===== config.mk =====
export PLATFORM = sky130hd
export DESIGN_NAME = microstep_wave_driver
export DESIGN_NICKNAME = d
export VERILOG_FILES = /design/src/wave_pkg.sv /design/src/coil_wave_step.sv /design/src/drv_shift_reg.sv /design/src/microstep_wave_driver.sv
export VERILOG_INCLUDE_DIRS = /design/src
export SDC_FILE = /design/constraint.sdc
export NUM_CORES = 2
export LEC_CHECK = 0
export BUFFER_PORTS_ARGS = -buffer_cell sky130_fd_sc_hd__clkbuf_2
export CAP_MARGIN = 20
export CORE_MARGIN = 2
export CORE_UTILIZATION = 40
export CTS_BUF_LIST = sky130_fd_sc_hd__clkbuf_4 sky130_fd_sc_hd__clkbuf_8 sky130_fd_sc_hd__clkbuf_16
export DETAILED_ROUTE_END_ITERATION = 12
export PLACE_DENSITY = 0.67
export RECOVER_POWER = 50
export SETUP_SLACK_MARGIN = 0.5
export SYNTH_ARGS = -nofsm -noshare
export SYNTH_HDL_FRONTEND = slang
export SYNTH_SLANG_ARGS = --single-unit

===== constraint.sdc =====
create_clock -name clk -period 23.3 [get_ports clk]
set_clock_uncertainty 0.2 [all_clocks]
set_input_delay 1.165 -clock clk [delete_from_list [all_inputs] [get_ports clk]]
set_output_delay 1.165 -clock clk [all_outputs]
set_load 0.005 [all_outputs]

===== src/wave_params.svh =====
// Constants for the microstep wave generator and driver link
// Behaviour
// - First coil wave starts at index 0, second at 256; both fixed.
// - Default start currents are 0 for first coil, 247 for second.
// - Start values sit in bits 7:0 and 23:16 of register 0x7e.
// - Segment select resets to border one 128, inclinations 2 then 1.
// - Each step adds inclination when offset bit is one, else one less.
// - Defaults give +1/+2 below index 128 and 0/+1 from 128 to 255.
// - Driver link works only while encoder select bit 24 is zero.
// - Block is link master: makes clock, select low and data out, samples data in.
// - Driver answer is captured during the same transfer.
// - Clock low phase lasts link config bits 23:20 cycles.
// - Clock high phase lasts link config bits 27:24 cycles.
// - After a datagram, wait at least link config bits 31:28 cycles.
// - Between datagrams clock and select outputs stay high.
// - Each timing field gives 2 to 15 cycles; zero means 2.
// - Quarter table expands symmetrically over 1024 index positions.
// - Both currents reload from start values when a step lands the index on zero.
// - Datagrams go out most significant bit first.
`ifndef WAVE_PARAMS_SVH
`define WAVE_PARAMS_SVH

// ==========================================
// Register offsets
`define GEN_CONFIG_ADDR 7'h00
`define LINK_CONFIG_ADDR 7'h04
`define WAVE_TABLE_ADDR 7'h70
`define SEG_SELECT_ADDR 7'h78
`define STEP_INDEX_ADDR 7'h79
`define COIL_A_ADDR 7'h7a
`define COIL_B_ADDR 7'h7b
`define START_VALUES_ADDR 7'h7e

// ==========================================
// Fields and reset values
`define ENC_OUT_SEL_BIT 24
`define START_A_LSB 0
`define START_B_LSB 16
`define START_VALUES_MASK 32'h00ff00ff
`define START_VALUES_RESET 32'h00f70000
`define START_A_RESET 8'h00
`define START_B_RESET 8'hf7
`define SEG_SELECT_RESET 32'hffff8056
`define LINK_CONFIG_RESET 32'h00000000
`define GEN_CONFIG_RESET 32'h00000000
`define WAVE_TABLE_RESET 32'h00000000

// ==========================================
// Geometry and timing
`define COIL_B_PHASE 10'h100
`define TIME_MIN 4'h2
`define WORD_BITS 6'h20

`endif


===== src/wave_pkg.sv =====
// Types shared by the wave generator and driver link
package wave_pkg;

   typedef logic signed [9:0] current_t;

   typedef struct packed {
      logic [3:0] blockTime;
      logic [3:0] highTime;
      logic [3:0] lowTime;
      logic [19:0] otherBits;
   } link_cfg_s;

   typedef struct packed {
      logic [7:0] borderThree;
      logic [7:0] borderTwo;
      logic [7:0] borderOne;
      logic [1:0] inclinationThree;
      logic [1:0] inclinationTwo;
      logic [1:0] inclinationOne;
      logic [1:0] inclinationZero;
   } seg_sel_s;

   typedef struct packed {
      logic [31:0] word;
      logic [5:0] bits;
   } datagram_s;

   typedef enum logic [1:0] {
      LINK_IDLE,
      LINK_LOW,
      LINK_HIGH,
      LINK_GAP
   } link_state_e;

endpackage : wave_pkg

===== src/coil_wave_step.sv =====
// One coil's incremental current value with quadrant mirroring
module coil_wave_step
   import wave_pkg::*;
#(
   parameter logic [7:0] RESET_MAG = 8'h00
) (
   input wire logic clk,
   input wire logic srst,
   input wire logic stepEn,
   input wire logic stepDown,
   input wire logic reload,
   input wire logic [9:0] phase,
   input wire logic signed [2:0] inc,
   input wire logic [7:0] startVal,
   output current_t current
);

   logic signed [9:0] mag;
   logic signed [9:0] next_mag;
   current_t next_current;
   logic [9:0] nextPhase;
   logic [9:0] base;
   logic [9:0] signPhase;

   // Odd quadrants walk the table backwards, so the step sign flips
   always_comb begin
      nextPhase = stepDown ? phase - 10'h001 : phase + 10'h001;
      base = stepDown ? nextPhase : phase;
      signPhase = stepEn ? nextPhase : phase;
      next_mag = mag;
      if (reload) begin
         next_mag = $signed({2'b00, startVal});
      end else if (stepEn) begin
         if (base[8] ^ stepDown) begin
            next_mag = mag - 10'(inc);
         end else begin
            next_mag = mag + 10'(inc);
         end
      end
      next_current = signPhase[9] ? -next_mag : next_mag;
   end

   always_ff @(posedge clk) begin
      if (srst) begin
         mag <= $signed({2'b00, RESET_MAG});
         current <= $signed({2'b00, RESET_MAG});
      end else begin
         mag <= next_mag;
         current <= next_current;
      end
   end
endmodule : coil_wave_step


===== src/drv_shift_reg.sv =====
// Datagram shifter and answer capture for the driver link
module drv_shift_reg (
   input wire logic clk,
   input wire logic srst,
   input wire logic load,
   input wire logic [31:0] word,
   input wire logic shift,
   input wire logic sample,
   input wire logic last,
   input wire logic dataIn,
   output logic dataOut,
   output logic [31:0] rxWord,
   output logic rxValid
);

   logic [31:0] txReg;
   logic [31:0] rxReg;
   logic [31:0] next_txReg;
   logic [31:0] next_rxReg;
   logic [31:0] next_rxWord;

   // Transmit leaves from bit 31, answer enters at bit 0
   always_comb begin
      next_txReg = txReg;
      next_rxReg = rxReg;
      next_rxWord = rxWord;
      if (load) begin
         next_txReg = word;
         next_rxReg = 32'h00000000;
      end else if (shift) begin
         next_txReg = {txReg[30:0], 1'b0};
      end
      if (sample) begin
         next_rxReg = {rxReg[30:0], dataIn};
         if (last) begin
            next_rxWord = {rxReg[30:0], dataIn};
         end
      end
   end

   always_ff @(posedge clk) begin
      if (srst) begin
         txReg <= 32'hffffffff;
         rxReg <= 32'h00000000;
         rxWord <= 32'h00000000;
         rxValid <= 1'b0;
         dataOut <= 1'b1;
      end else begin
         txReg <= next_txReg;
         rxReg <= next_rxReg;
         rxWord <= next_rxWord;
         rxValid <= sample && last;
         dataOut <= next_txReg[31];
      end
   end

endmodule : drv_shift_reg


===== src/microstep_wave_driver.sv =====
// Microstep current waves and driver link master with registers
//
// Added by the designer: the strobed register port.
`include "wave_params.svh"

module microstep_wave_driver
   import wave_pkg::*;
(
   input wire logic clk,
   input wire logic srst,
   input wire logic [6:0] regAddr,
   input wire logic [31:0] regWdata,
   input wire logic regWr,
   input wire logic regRd,
   output logic [31:0] regRdata,
   input wire logic stepPulse,
   input wire logic stepDown,
   input wire logic sendValid,
   input wire datagram_s sendData,
   output logic sendReady,
   output logic [31:0] rxWord,
   output logic rxValid,
   output logic drvSelectN,
   output logic drvSclkOut,
   output logic drvDataOut,
   input wire logic drvDataIn,
   output current_t coilACurrent,
   output current_t coilBCurrent,
   output logic [9:0] microstepIndex
);

   // ==========================================
   // Helpers

   // Zero and one both map to the two-cycle floor
   function automatic logic [3:0] effTime(input logic [3:0] t);
      effTime = (t < `TIME_MIN) ? `TIME_MIN : t;
   endfunction : effTime

   // Quarter-table position for a step, mirrored in odd quadrants
   function automatic logic [7:0] tablePos(input logic [9:0] phase,
      input logic down);
      logic [9:0] base;
      base = down ? phase - 10'h001 : phase;
      tablePos = base[8] ? ~base[7:0] : base[7:0];
   endfunction : tablePos

   // Increment is inclination plus offset bit minus one
   function automatic logic signed [2:0] incAt(input logic [7:0] pos,
      input seg_sel_s seg, input logic [255:0] ofs);
      logic [1:0] w;
      if (pos < seg.borderOne) begin
         w = seg.inclinationZero;
      end else if (pos < seg.borderTwo) begin
         w = seg.inclinationOne;
      end else if (pos < seg.borderThree) begin
         w = seg.inclinationTwo;
      end else begin
         w = seg.inclinationThree;
      end
      incAt = $signed({1'b0, w}) - 3'sd1
         + $signed({2'b00, ofs[pos]});
   endfunction : incAt

   // ==========================================
   // Register file

   logic [31:0] genConfig;
   link_cfg_s linkCfg;
   seg_sel_s segSel;
   logic [31:0] startVals;
   logic [31:0] waveTable [8];
   logic [31:0] next_genConfig;
   link_cfg_s next_linkCfg;
   seg_sel_s next_segSel;
   logic [31:0] next_startVals;
   logic [31:0] next_waveTable [8];
   logic [31:0] next_regRdata;
   logic [255:0] ofsBits;
   logic encSel;

   assign encSel = genConfig[`ENC_OUT_SEL_BIT];

   // Writes land one cycle after the strobe
   always_comb begin
      next_genConfig = genConfig;
      next_linkCfg = linkCfg;
      next_segSel = segSel;
      next_startVals = startVals;
      next_waveTable = waveTable;
      if (regWr) begin
         unique case (regAddr)
            `GEN_CONFIG_ADDR: next_genConfig = regWdata;
            `LINK_CONFIG_ADDR: next_linkCfg = regWdata;
            `SEG_SELECT_ADDR: next_segSel = regWdata;
            `START_VALUES_ADDR:
               next_startVals = regWdata & `START_VALUES_MASK;
            default: begin
               if (regAddr[6:3] == `WAVE_TABLE_ADDR >> 3) begin
                  next_waveTable[regAddr[2:0]] = regWdata;
               end
            end
         endcase
      end
   end

   // Read data stands only in the cycle after the strobe
   always_comb begin
      next_regRdata = 32'h00000000;
      if (regRd) begin
         unique case (regAddr)
            `GEN_CONFIG_ADDR: next_regRdata = genConfig;
            `LINK_CONFIG_ADDR: next_regRdata = linkCfg;
            `SEG_SELECT_ADDR: next_regRdata = segSel;
            `STEP_INDEX_ADDR: next_regRdata = {22'h0, microstepIndex};
            `COIL_A_ADDR: next_regRdata = 32'(coilACurrent);
            `COIL_B_ADDR: next_regRdata = 32'(coilBCurrent);
            `START_VALUES_ADDR: next_regRdata = startVals;
            default: begin
               if (regAddr[6:3] == `WAVE_TABLE_ADDR >> 3) begin
                  next_regRdata = waveTable[regAddr[2:0]];
               end
            end
         endcase
      end
   end

   always_ff @(posedge clk) begin
      if (srst) begin
         genConfig <= `GEN_CONFIG_RESET;
         linkCfg <= `LINK_CONFIG_RESET;
         segSel <= `SEG_SELECT_RESET;
         startVals <= `START_VALUES_RESET;
         for (int i = 0; i < 8; i++) begin
            waveTable[i] <= `WAVE_TABLE_RESET;
         end
         regRdata <= 32'h00000000;
      end else begin
         genConfig <= next_genConfig;
         linkCfg <= next_linkCfg;
         segSel <= next_segSel;
         startVals <= next_startVals;
         waveTable <= next_waveTable;
         regRdata <= next_regRdata;
      end
   end

   // Flat view of the offset bits, word 0 holds positions 0 to 31
   always_comb begin
      for (int i = 0; i < 8; i++) begin
         ofsBits[i*32 +: 32] = waveTable[i];
      end
   end

   // ==========================================
   // Microstep index and coil waves

   logic [9:0] next_microstepIndex;
   logic [9:0] phaseB;
   logic reload;
   logic [7:0] posA;
   logic [7:0] posB;
   logic signed [2:0] incA;
   logic signed [2:0] incB;

   // Coil B leads by a fixed quarter period
   always_comb begin
      next_microstepIndex = microstepIndex;
      if (stepPulse) begin
         next_microstepIndex = stepDown ? microstepIndex - 10'h001
            : microstepIndex + 10'h001;
      end
      reload = stepPulse && (next_microstepIndex == 10'h000);
      phaseB = microstepIndex + `COIL_B_PHASE;
      posA = tablePos(microstepIndex, stepDown);
      posB = tablePos(phaseB, stepDown);
      incA = incAt(posA, segSel, ofsBits);
      incB = incAt(posB, segSel, ofsBits);
   end

   always_ff @(posedge clk) begin
      if (srst) begin
         microstepIndex <= 10'h000;
      end else begin
         microstepIndex <= next_microstepIndex;
      end
   end

   coil_wave_step #(
      .RESET_MAG(`START_A_RESET)
   ) coilA (
      .clk(clk),
      .srst(srst),
      .stepEn(stepPulse),
      .stepDown(stepDown),
      .reload(reload),
      .phase(microstepIndex),
      .inc(incA),
      .startVal(startVals[`START_A_LSB +: 8]),
      .current(coilACurrent)
   );

   coil_wave_step #(
      .RESET_MAG(`START_B_RESET)
   ) coilB (
      .clk(clk),
      .srst(srst),
      .stepEn(stepPulse),
      .stepDown(stepDown),
      .reload(reload),
      .phase(phaseB),
      .inc(incB),
      .startVal(startVals[`START_B_LSB +: 8]),
      .current(coilBCurrent)
   );

   // ==========================================
   // Driver link master

   link_state_e state;
   link_state_e next_state;
   logic [3:0] timer;
   logic [3:0] next_timer;
   logic [5:0] bitsLeft;
   logic [5:0] next_bitsLeft;
   logic [5:0] lenEff;
   logic next_sendReady;
   logic accept;
   logic loadTx;
   logic shiftTx;
   logic sampleRx;
   logic lastBit;
   logic dinMeta;
   logic dinSync;
   logic firstBit;

   // Answer pin is asynchronous to clk; two stages before use
   always_ff @(posedge clk) begin
      if (srst) begin
         dinMeta <= 1'b0;
         dinSync <= 1'b0;
      end else begin
         dinMeta <= drvDataIn;
         dinSync <= dinMeta;
      end
   end

   // Zero or oversize lengths send a full word
   assign lenEff = (sendData.bits == 6'h00 || sendData.bits > `WORD_BITS)
      ? `WORD_BITS : sendData.bits;
   assign firstBit = sendData.word[5'(lenEff - 6'h01)];
   assign accept = sendValid && sendReady;

   // Timer reloads with effective count minus one at each phase entry
   always_comb begin
      next_state = state;
      next_timer = timer;
      next_bitsLeft = bitsLeft;
      loadTx = 1'b0;
      shiftTx = 1'b0;
      sampleRx = 1'b0;
      lastBit = 1'b0;
      unique case (state)
         LINK_IDLE: begin
            if (accept) begin
               next_state = LINK_LOW;
               next_timer = effTime(linkCfg.lowTime) - 4'h1;
               next_bitsLeft = lenEff - 6'h01;
               loadTx = 1'b1;
            end
         end
         LINK_LOW: begin
            if (timer == 4'h0) begin
               next_state = LINK_HIGH;
               next_timer = effTime(linkCfg.highTime) - 4'h1;
            end else begin
               next_timer = timer - 4'h1;
            end
         end
         LINK_HIGH: begin
            if (timer == 4'h0) begin
               sampleRx = 1'b1;
               if (bitsLeft == 6'h00) begin
                  lastBit = 1'b1;
                  next_state = LINK_GAP;
                  next_timer = effTime(linkCfg.blockTime) - 4'h1;
               end else begin
                  shiftTx = 1'b1;
                  next_state = LINK_LOW;
                  next_bitsLeft = bitsLeft - 6'h01;
                  next_timer = effTime(linkCfg.lowTime) - 4'h1;
               end
            end else begin
               next_timer = timer - 4'h1;
            end
         end
         LINK_GAP: begin
            if (timer == 4'h0) begin
               next_state = LINK_IDLE;
            end else begin
               next_timer = timer - 4'h1;
            end
         end
      endcase
      // Encoder output mode parks the link; a datagram in flight ends
      next_sendReady = (next_state == LINK_IDLE) && !encSel;
   end

   // Pin levels follow the state they enter so both stay aligned
   always_ff @(posedge clk) begin
      if (srst) begin
         state <= LINK_IDLE;
         timer <= 4'h0;
         bitsLeft <= 6'h00;
         sendReady <= 1'b0;
         drvSelectN <= 1'b1;
         drvSclkOut <= 1'b1;
      end else begin
         state <= next_state;
         timer <= next_timer;
         bitsLeft <= next_bitsLeft;
         sendReady <= next_sendReady;
         drvSelectN <= (next_state == LINK_IDLE)
            || (next_state == LINK_GAP);
         drvSclkOut <= next_state != LINK_LOW;
      end
   end

   drv_shift_reg shifter (
      .clk(clk),
      .srst(srst),
      .load(loadTx),
      .word(sendData.word << (`WORD_BITS - lenEff)),
      .shift(shiftTx),
      .sample(sampleRx),
      .last(lastBit),
      .dataIn(dinSync),
      .dataOut(drvDataOut),
      .rxWord(rxWord),
      .rxValid(rxValid)
   );
endmodule : microstep_wave_driver


======== Yosys cells after proc, flatten, opt, wreduce, memory -nomap -nowiden ========
Cells that the tools add are included.
word-level totals
  register bits ........................... 563
  logic and storage cells ................. 198
  input port bits ......................... 85
operators by class
  add/sub/neg operators ................... 22
  bitwise operators ....................... 7
  shift operators ......................... 1
  equality and inequality tests ........... 16
  muxes and demuxes ....................... 70
  reductions and logical operators ........ 28
  $lt $le $gt $ge ......................... 14
operators by type and width
  kind                                                        count
  bitwise mux 256 bit                                         1
  one-hot mux 32 bit (7 select lines)                         1
  2-to-1 mux 32 bit                                           6
  2-to-1 mux 10 bit                                           12
  binary-select mux 32 bit (select 3 bit)                     1
  demux 32 bit (select 3 bit)                                 1
  2-to-1 mux 31 bit                                           2
  less-than comparator 8 bit                                  6
  2-to-1 mux 9 bit                                            4
  == test 7 bit, second input constant                        5
  2-to-1 mux 4 bit                                            8
  left shift 32 x 6 -> 32 bit                                 1
  2-to-1 mux 6 bit                                            4
  2-to-1 mux 2 bit                                            11
  adder 10 x 1 -> 10 bit, second input constant               2
  adder 10 x 3 -> 10 bit                                      2
  negator 10 bit                                              2
  subtractor 10 x 1 -> 10 bit, second input constant          2
  subtractor 10 x 3 -> 10 bit                                 2
  less-than comparator 8 x 9 -> 1 bit, second input constant  2
  binary-select mux 1 bit (select 8 bit)                      2
  2-to-1 mux 8 bit                                            2
  inverter 8 bit                                              2
  one-hot mux 4 bit (4 select lines)                          1
  36 further kinds                                            76

======== Longest topological paths before layout ========
  depth after elaboration ................. 17
  gate-level depth with buffers ........... 36

======== Cells and area by module ========
A second synthesis with hierarchy kept.
unflattened totals
  cell total of the unflattened synthesis .. 4574
  area, all modules ....................... 34753.3 um2
modules (own cells, without submodules)
  module                  area an instance (um2)  cells an instance  instances  sequential area each (um2)
  microstep_wave_driver   27018.4                 3725               1          8548.2
  drv_shift_reg           4082.7                  430                1          1921.8
  coil_wave_step (coilB)  1853.0                  210                1          380.4
  coil_wave_step (coilA)  1799.2                  209                1          380.4

======== Worst setup path before layout ========
Ideal clock, no wire load.
  kind .................................... input-to-reg
  start point ............................. in stepDown
  end point ............................... reg coilA.current[8]
  data required time ...................... 22.979 ns
  stages on the path ...................... 33
  setup time .............................. 0.121 ns
  path buffers ............................ 5
  setup slack ............................. 14.454 ns
  arrival ................................. 8.526 ns
  cells stage by stage .................... or4b_1 -> buf_4 -> xor2_1 -> xnor2_4 -> inv_2 -> buf_6 -> buf_6 -> buf_6 -> buf_2 -> ha_1 -> a2111oi_0 -> a21oi_1 -> a211oi_1 -> mux2_2 -> mux2_2 -> mux2i_1 -> ha_1 -> inv_1 -> fa_1 -> nand3_1 -> nand2_1 -> inv_1 -> ha_1 -> a21oi_1 -> a21oi_1 -> o41ai_1 -> a21oi_1 -> or4_1 -> a221o_1 -> o21a_1 -> and2_1 -> a31oi_1 -> mux2_2
on the way
  word-level cells in the longest chain between the ends .. 15
RTL lines
  item                                                                   line                                        text
  from (decl)                                                            microstep_wave_driver.sv:17                 input wire logic stepDown,
  2-to-1 mux 9 bit                                                       microstep_wave_driver.sv:44                 base = down ? phase - 10'h001 : phase;
  inverter 8 bit                                                         microstep_wave_driver.sv:45                 tablePos = base[8] ? ~base[7:0] : base[7:0];
  2-to-1 mux 8 bit                                                       microstep_wave_driver.sv:45
  less-than comparator 8 bit                                             microstep_wave_driver.sv:56                 end else if (pos < seg.borderThree) begin
  2-to-1 mux 2 bit                                                       microstep_wave_driver.sv:56
  2-to-1 mux 2 bit                                                       microstep_wave_driver.sv:54                 end else if (pos < seg.borderTwo) begin
  2-to-1 mux 2 bit                                                       microstep_wave_driver.sv:52                 if (pos < seg.borderOne) begin
  subtractor 2 x 1 -> 3 bit                                              microstep_wave_driver.sv:61                 incAt = $signed({1'b0, w}) - 3'sd1
  adder 3 x 2 -> 3 bit                                                   microstep_wave_driver.sv:62                 + $signed({2'b00, ofs[pos]});
  adder 10 x 3 -> 10 bit or subtractor 10 x 3 -> 10 bit (tied branches)  coil_wave_step.sv:37, coil_wave_step.sv:35
  2-to-1 mux 10 bit                                                      coil_wave_step.sv:34                        if (base[8] ^ stepDown) begin
  2-to-1 mux 10 bit                                                      coil_wave_step.sv:33                        end else if (stepEn) begin
  2-to-1 mux 10 bit                                                      coil_wave_step.sv:31                        if (reload) begin
  negator 10 bit                                                         coil_wave_step.sv:40                        next_current = signPhase[9] ? -next_mag : next_mag;
  2-to-1 mux 10 bit (*)                                                  coil_wave_step.sv:40
  to (signal assigned)                                                   coil_wave_step.sv:46                        current <= $signed({2'b00, RESET_MAG});
  to (signal assigned)                                                   coil_wave_step.sv:49                        current <= next_current;
  to (decl)                                                              coil_wave_step.sv:15                        output current_t current
Mark *: on every way between the ends. The rest lies on a longest branch, timed or not. The select of a mux whose other input is x is not followed.
A chain may end at the register's enable or synchronous reset.

======== Worst setup path after layout ========
  start point ............................. reg microstepIndex[0]
  end point ............................... reg coilB.current[8]
on the way
  word-level cells in the longest chain between the ends .. 17
RTL lines
  item                                                                   line                                        text
  from (decl)                                                            microstep_wave_driver.sv:29                 output logic [9:0] microstepIndex
  from (signal assigned)                                                 microstep_wave_driver.sv:185                microstepIndex <= next_microstepIndex;
  adder 10 x 9 -> 10 bit (no line)                                       -
  subtractor 10 x 1 -> 10 bit                                            coil_wave_step.sv:27                        nextPhase = stepDown ? phase - 10'h001 : phase + 10'h001;
  2-to-1 mux 9 bit                                                       microstep_wave_driver.sv:44
  inverter 8 bit                                                         microstep_wave_driver.sv:45
  2-to-1 mux 8 bit                                                       microstep_wave_driver.sv:45
  less-than comparator 8 bit                                             microstep_wave_driver.sv:56
  2-to-1 mux 2 bit                                                       microstep_wave_driver.sv:56
  2-to-1 mux 2 bit                                                       microstep_wave_driver.sv:54
  2-to-1 mux 2 bit                                                       microstep_wave_driver.sv:52
  subtractor 2 x 1 -> 3 bit                                              microstep_wave_driver.sv:61
  adder 3 x 2 -> 3 bit                                                   microstep_wave_driver.sv:62
  adder 10 x 3 -> 10 bit or subtractor 10 x 3 -> 10 bit (tied branches)  coil_wave_step.sv:37, coil_wave_step.sv:35
  2-to-1 mux 10 bit                                                      coil_wave_step.sv:34
  2-to-1 mux 10 bit                                                      coil_wave_step.sv:33
  2-to-1 mux 10 bit                                                      coil_wave_step.sv:31
  negator 10 bit                                                         coil_wave_step.sv:40
  2-to-1 mux 10 bit (*)                                                  coil_wave_step.sv:40
  to (signal assigned)                                                   coil_wave_step.sv:46
  to (signal assigned)                                                   coil_wave_step.sv:49
  to (decl)                                                              coil_wave_step.sv:15
Marked as above.

==> metrics.md <==
| Metric | Value |
|---|---|
| Fmax | 99.3 MHz |
| Final Wtd Congestion | 1.01 |
| Synth async-reset ratio | 0 |
| Post-CTS setup repair buffer count | 0 |
| Max-slew violation count | 726 |
| CTS Sinks | between 500 and 600 |
| Hold-fix buffers at CTS | 0 |
| Initial antenna violation count | 4 |
| Avg Synthesized Cell Area | 7.83 µm² |
| Predominant post-synthesis flop cell | dfxtp_1 |
| Crit path top cell by count | ha_1 |
| Worst-path fanout max | 50 |
| Starting Density | 0.404 |
| Worst Setup Path Type | reg2reg |
| Total global-route track usage | 0.293 |
| Via count | 32000 |
| Post-cts sizing count | 0 |
| # rows | a little over 100 |
| Psw | 1380 µW |
| Number of synthesized flops with an enable pin | 0 |
| Clock buffer count from CTS | 67 |
| Status | complete, but fails checks |
| Largest net degree at the start of global routing | 104 |
| Peak VDD IR | 0.0568 mV |
| Final HPWL DP | 83900 µm |
| Worst path depth | 29 |
| First-pass GRT wire length | 186000 µm |
| Leak Pwr | ~0.012 µW |
| Number of max-cap violations | 20 |
| Clock power frac | 0.311 |
| Period utilisation layout | 0.432 |
| Minimum clock period | roughly 10 ns |
| Final hold violation count | 0 |
| Slowest CP cell | xnor3_4 |
| Switching Fraction | 0.384 |
| Power density over the cells | 101 mW/mm² |
| Rel. slew slack | -1.10 |
| # DRC | 0 |
| Final net count | between 4000 and 5000 |
| CTS max path bufs | 3 |
| Combinational power share | 0.394 |
| Violated checks | max-capacitance violations, max-slew violations |
| I/O Buffers | 183 |
| Critical path's largest stage delay | 0.76 ns |
| Die area | 0.0819 mm² |
| RSZ-0062 raised after global routing | false |
| Sequential area share after synthesis | 0.353 |
| Synthesized flop and latch total | approximately 560 |
| Pre-antenna DRT Iters | 9 |
| Worst reg2reg path depth | 29 |
| Critical Path AT | 10.36 ns |
| Layout area overhead | 11.3% |
| Buf/Inv on CP | 3 |
| Vias in the first global route | 29200 |
| Routed len/inst | 24.3 µm |
| TNS Setup | 0 ns |
| Boundary pin count | 184 |
| Synth cell types | 95 |
| Setup crit start kind | flop |
| GRT overflow | 0 |
| Power Internal | ~2200 µW |
| Least-Margin Pin Slew | 3.16 ns |
| Syn_nets | 4231 |
| Sequential share of power | 0.295 |
| Synthesized area | 0.0318 mm² |
| Pre-CTS WS | about 13 ns |
| Total Wirelength | 124000 µm |
| Setup crit end kind | flop |
| Hold Path Class | reg2reg |
| Total core area | 0.0789 mm² |
| Clock Pin Slew Worst Setup and Hold Paths | 0.06 ns |
| Synthesis warning total | 0 |
| CTS tree | yes |
| Htree depth | 3 |
| DRT iter0 DRCs | between 4000 and 5000 |
| CP required | approximately 24 ns |
| Drt via density | 6.24 |
| Layout cell share with drive strength beyond 1 | 0.111 |
| Root Driver | clkbuf_16 |
| Final worst setup slack | 13.23 ns |
| DIE WIDTH | about 290 µm |
| Fill cell count | between 7000 and 8000 |
| Setup-failing EPs final | 0 |
| Post-DRT Antenna Nets | 0 |
| Clock latency on the worst-skew pair | roughly 0.63 ns |
| Hold Path Depth | 1 |
| Top delay family on crit path | compound AO/OA/AOI/OAI gates |
| Synth Instances | ~4100 |
| Die H | 286 µm |
cells in the mapped netlist (all sizes together) (72+ instances only):
cell type	instances	area, µm²
mux4	91	2060
o21ai	100	512
mux2i	144	1450
nand2	1103	4140
dfxtp	561	11200
buf	72	393
ha	75	938
clkbuf	278	1040
a22oi	137	1030
a21oi	491	2460
nor2	192	726
nand3	112	561
registers in the layout, summed over array words and instances (netlist names), 2 cells and up:
register	count
bitsLeft	6
coilA.current	9
coilA.mag	10
coilB.current	9
coilB.mag	10
genConfig	32
linkCfg	32
microstepIndex	10
ofsBits	256
regRdata	32
segSel	32
shifter.rxReg	31
shifter.rxWord	32
shifter.txReg	31
startVals	16
state	2
timer	4
stage by stage:
step | util | instances | power, µW | area (µm²) | hold slack, ns
detailed placement | 0.422 | 5010 | 2460 | 33200 | 0.228
CTS | 0.451 | 5123 | 3580 | 35600 | 0.241
global placement | 0.422 | 5010 | 2460 | 33200 | 0.225
floorplan | - | 4067 | 2120 | 31800 | 0.214
global route | 0.450 | 5126 | 3780 | 35500 | 0.243
finish | 0.450 | 5126 | 3590 | 35500 | 0.239
final cells by class:
cell class,count,area (µm²),area share
well taps,1050,1310,0.0371
clock buffers,86,1900,0.0537
inverters,73,278,0.00783
clock inverters,27,422,0.0119
diodes,2,5.00,0.000141
flip-flops and latches,561,11200,0.317
multi-input cells,3083,19000,0.537
repair buffers,244,1280,0.0361
routing by layer:
layer	up-vias	share of wire	track usage
li1	14400	-	-
met4	4	0.066	0.179
met5	-	0.00024	0
met3	359	0.12	0.0672
met1	15200	0.40	0.393
met2	2015	0.42	0.428
power groups by stage:
stage               logic (µW)  clock network [µW]  registers, µW
finish                    1420                1120           1060
global route              1550                1170           1060
CTS                       1390                1130           1060
detailed placement        1390                   0           1080
global placement          1380                   0           1080
floorplan                 1060                   0           1050
placed cells by master, fill, tap and decap left out, drive strengths merged, types with 50 or more instances in the layout:
master  count
o21ai     100
nand4      50
inv        72
mux2i     144
nor2      192
a21oi     491
dfxtp     561
nand3     112
mux4       91
clkbuf    282
a22oi     137
ha         75
nand2    1103
worst paths after layout:
kind,startpoint,endpoint,slack (ns)
setup / recovery,microstepIndex[0],coilB.current[8],13.23
hold / removal,dinMeta,dinSync,0.24
setup reg to reg,microstepIndex[0],coilB.current[8],13.23
hold reg to reg,dinMeta,dinSync,0.24
worst reg2reg max path, delay by kind of cell (launching register included):
kind / cells / cell delay [ns]
AOI/OAI and AO/OA: 10 / 2.08
adders and majority gates: 4 / 1.56
muxes: 4 / 1.52
buffers and inverters: 3 / 1.39
and+or+nand+nor: 6 / 1.30
xor gates and xnor gates: 2 / 1.18
DFF: 1 / 0.71
kinds of logic after synthesis:
| family | Yosys count | synth area share |
|---|---|---|
| AO/OA/AOI/OAI | 1062 | 0.211 |
| AND/OR/NAND/NOR | 1630 | 0.216 |
| flip-flops | 561 | 0.353 |
| XOR/XNOR | 57 | 0.0178 |
| buffers and inverters | 423 | 0.0537 |
| adder cells (fa/ha/maj) | 80 | 0.0323 |
| multiplexers | 254 | 0.117 |
No activity file was read; power rests on OpenSTA's default activity.
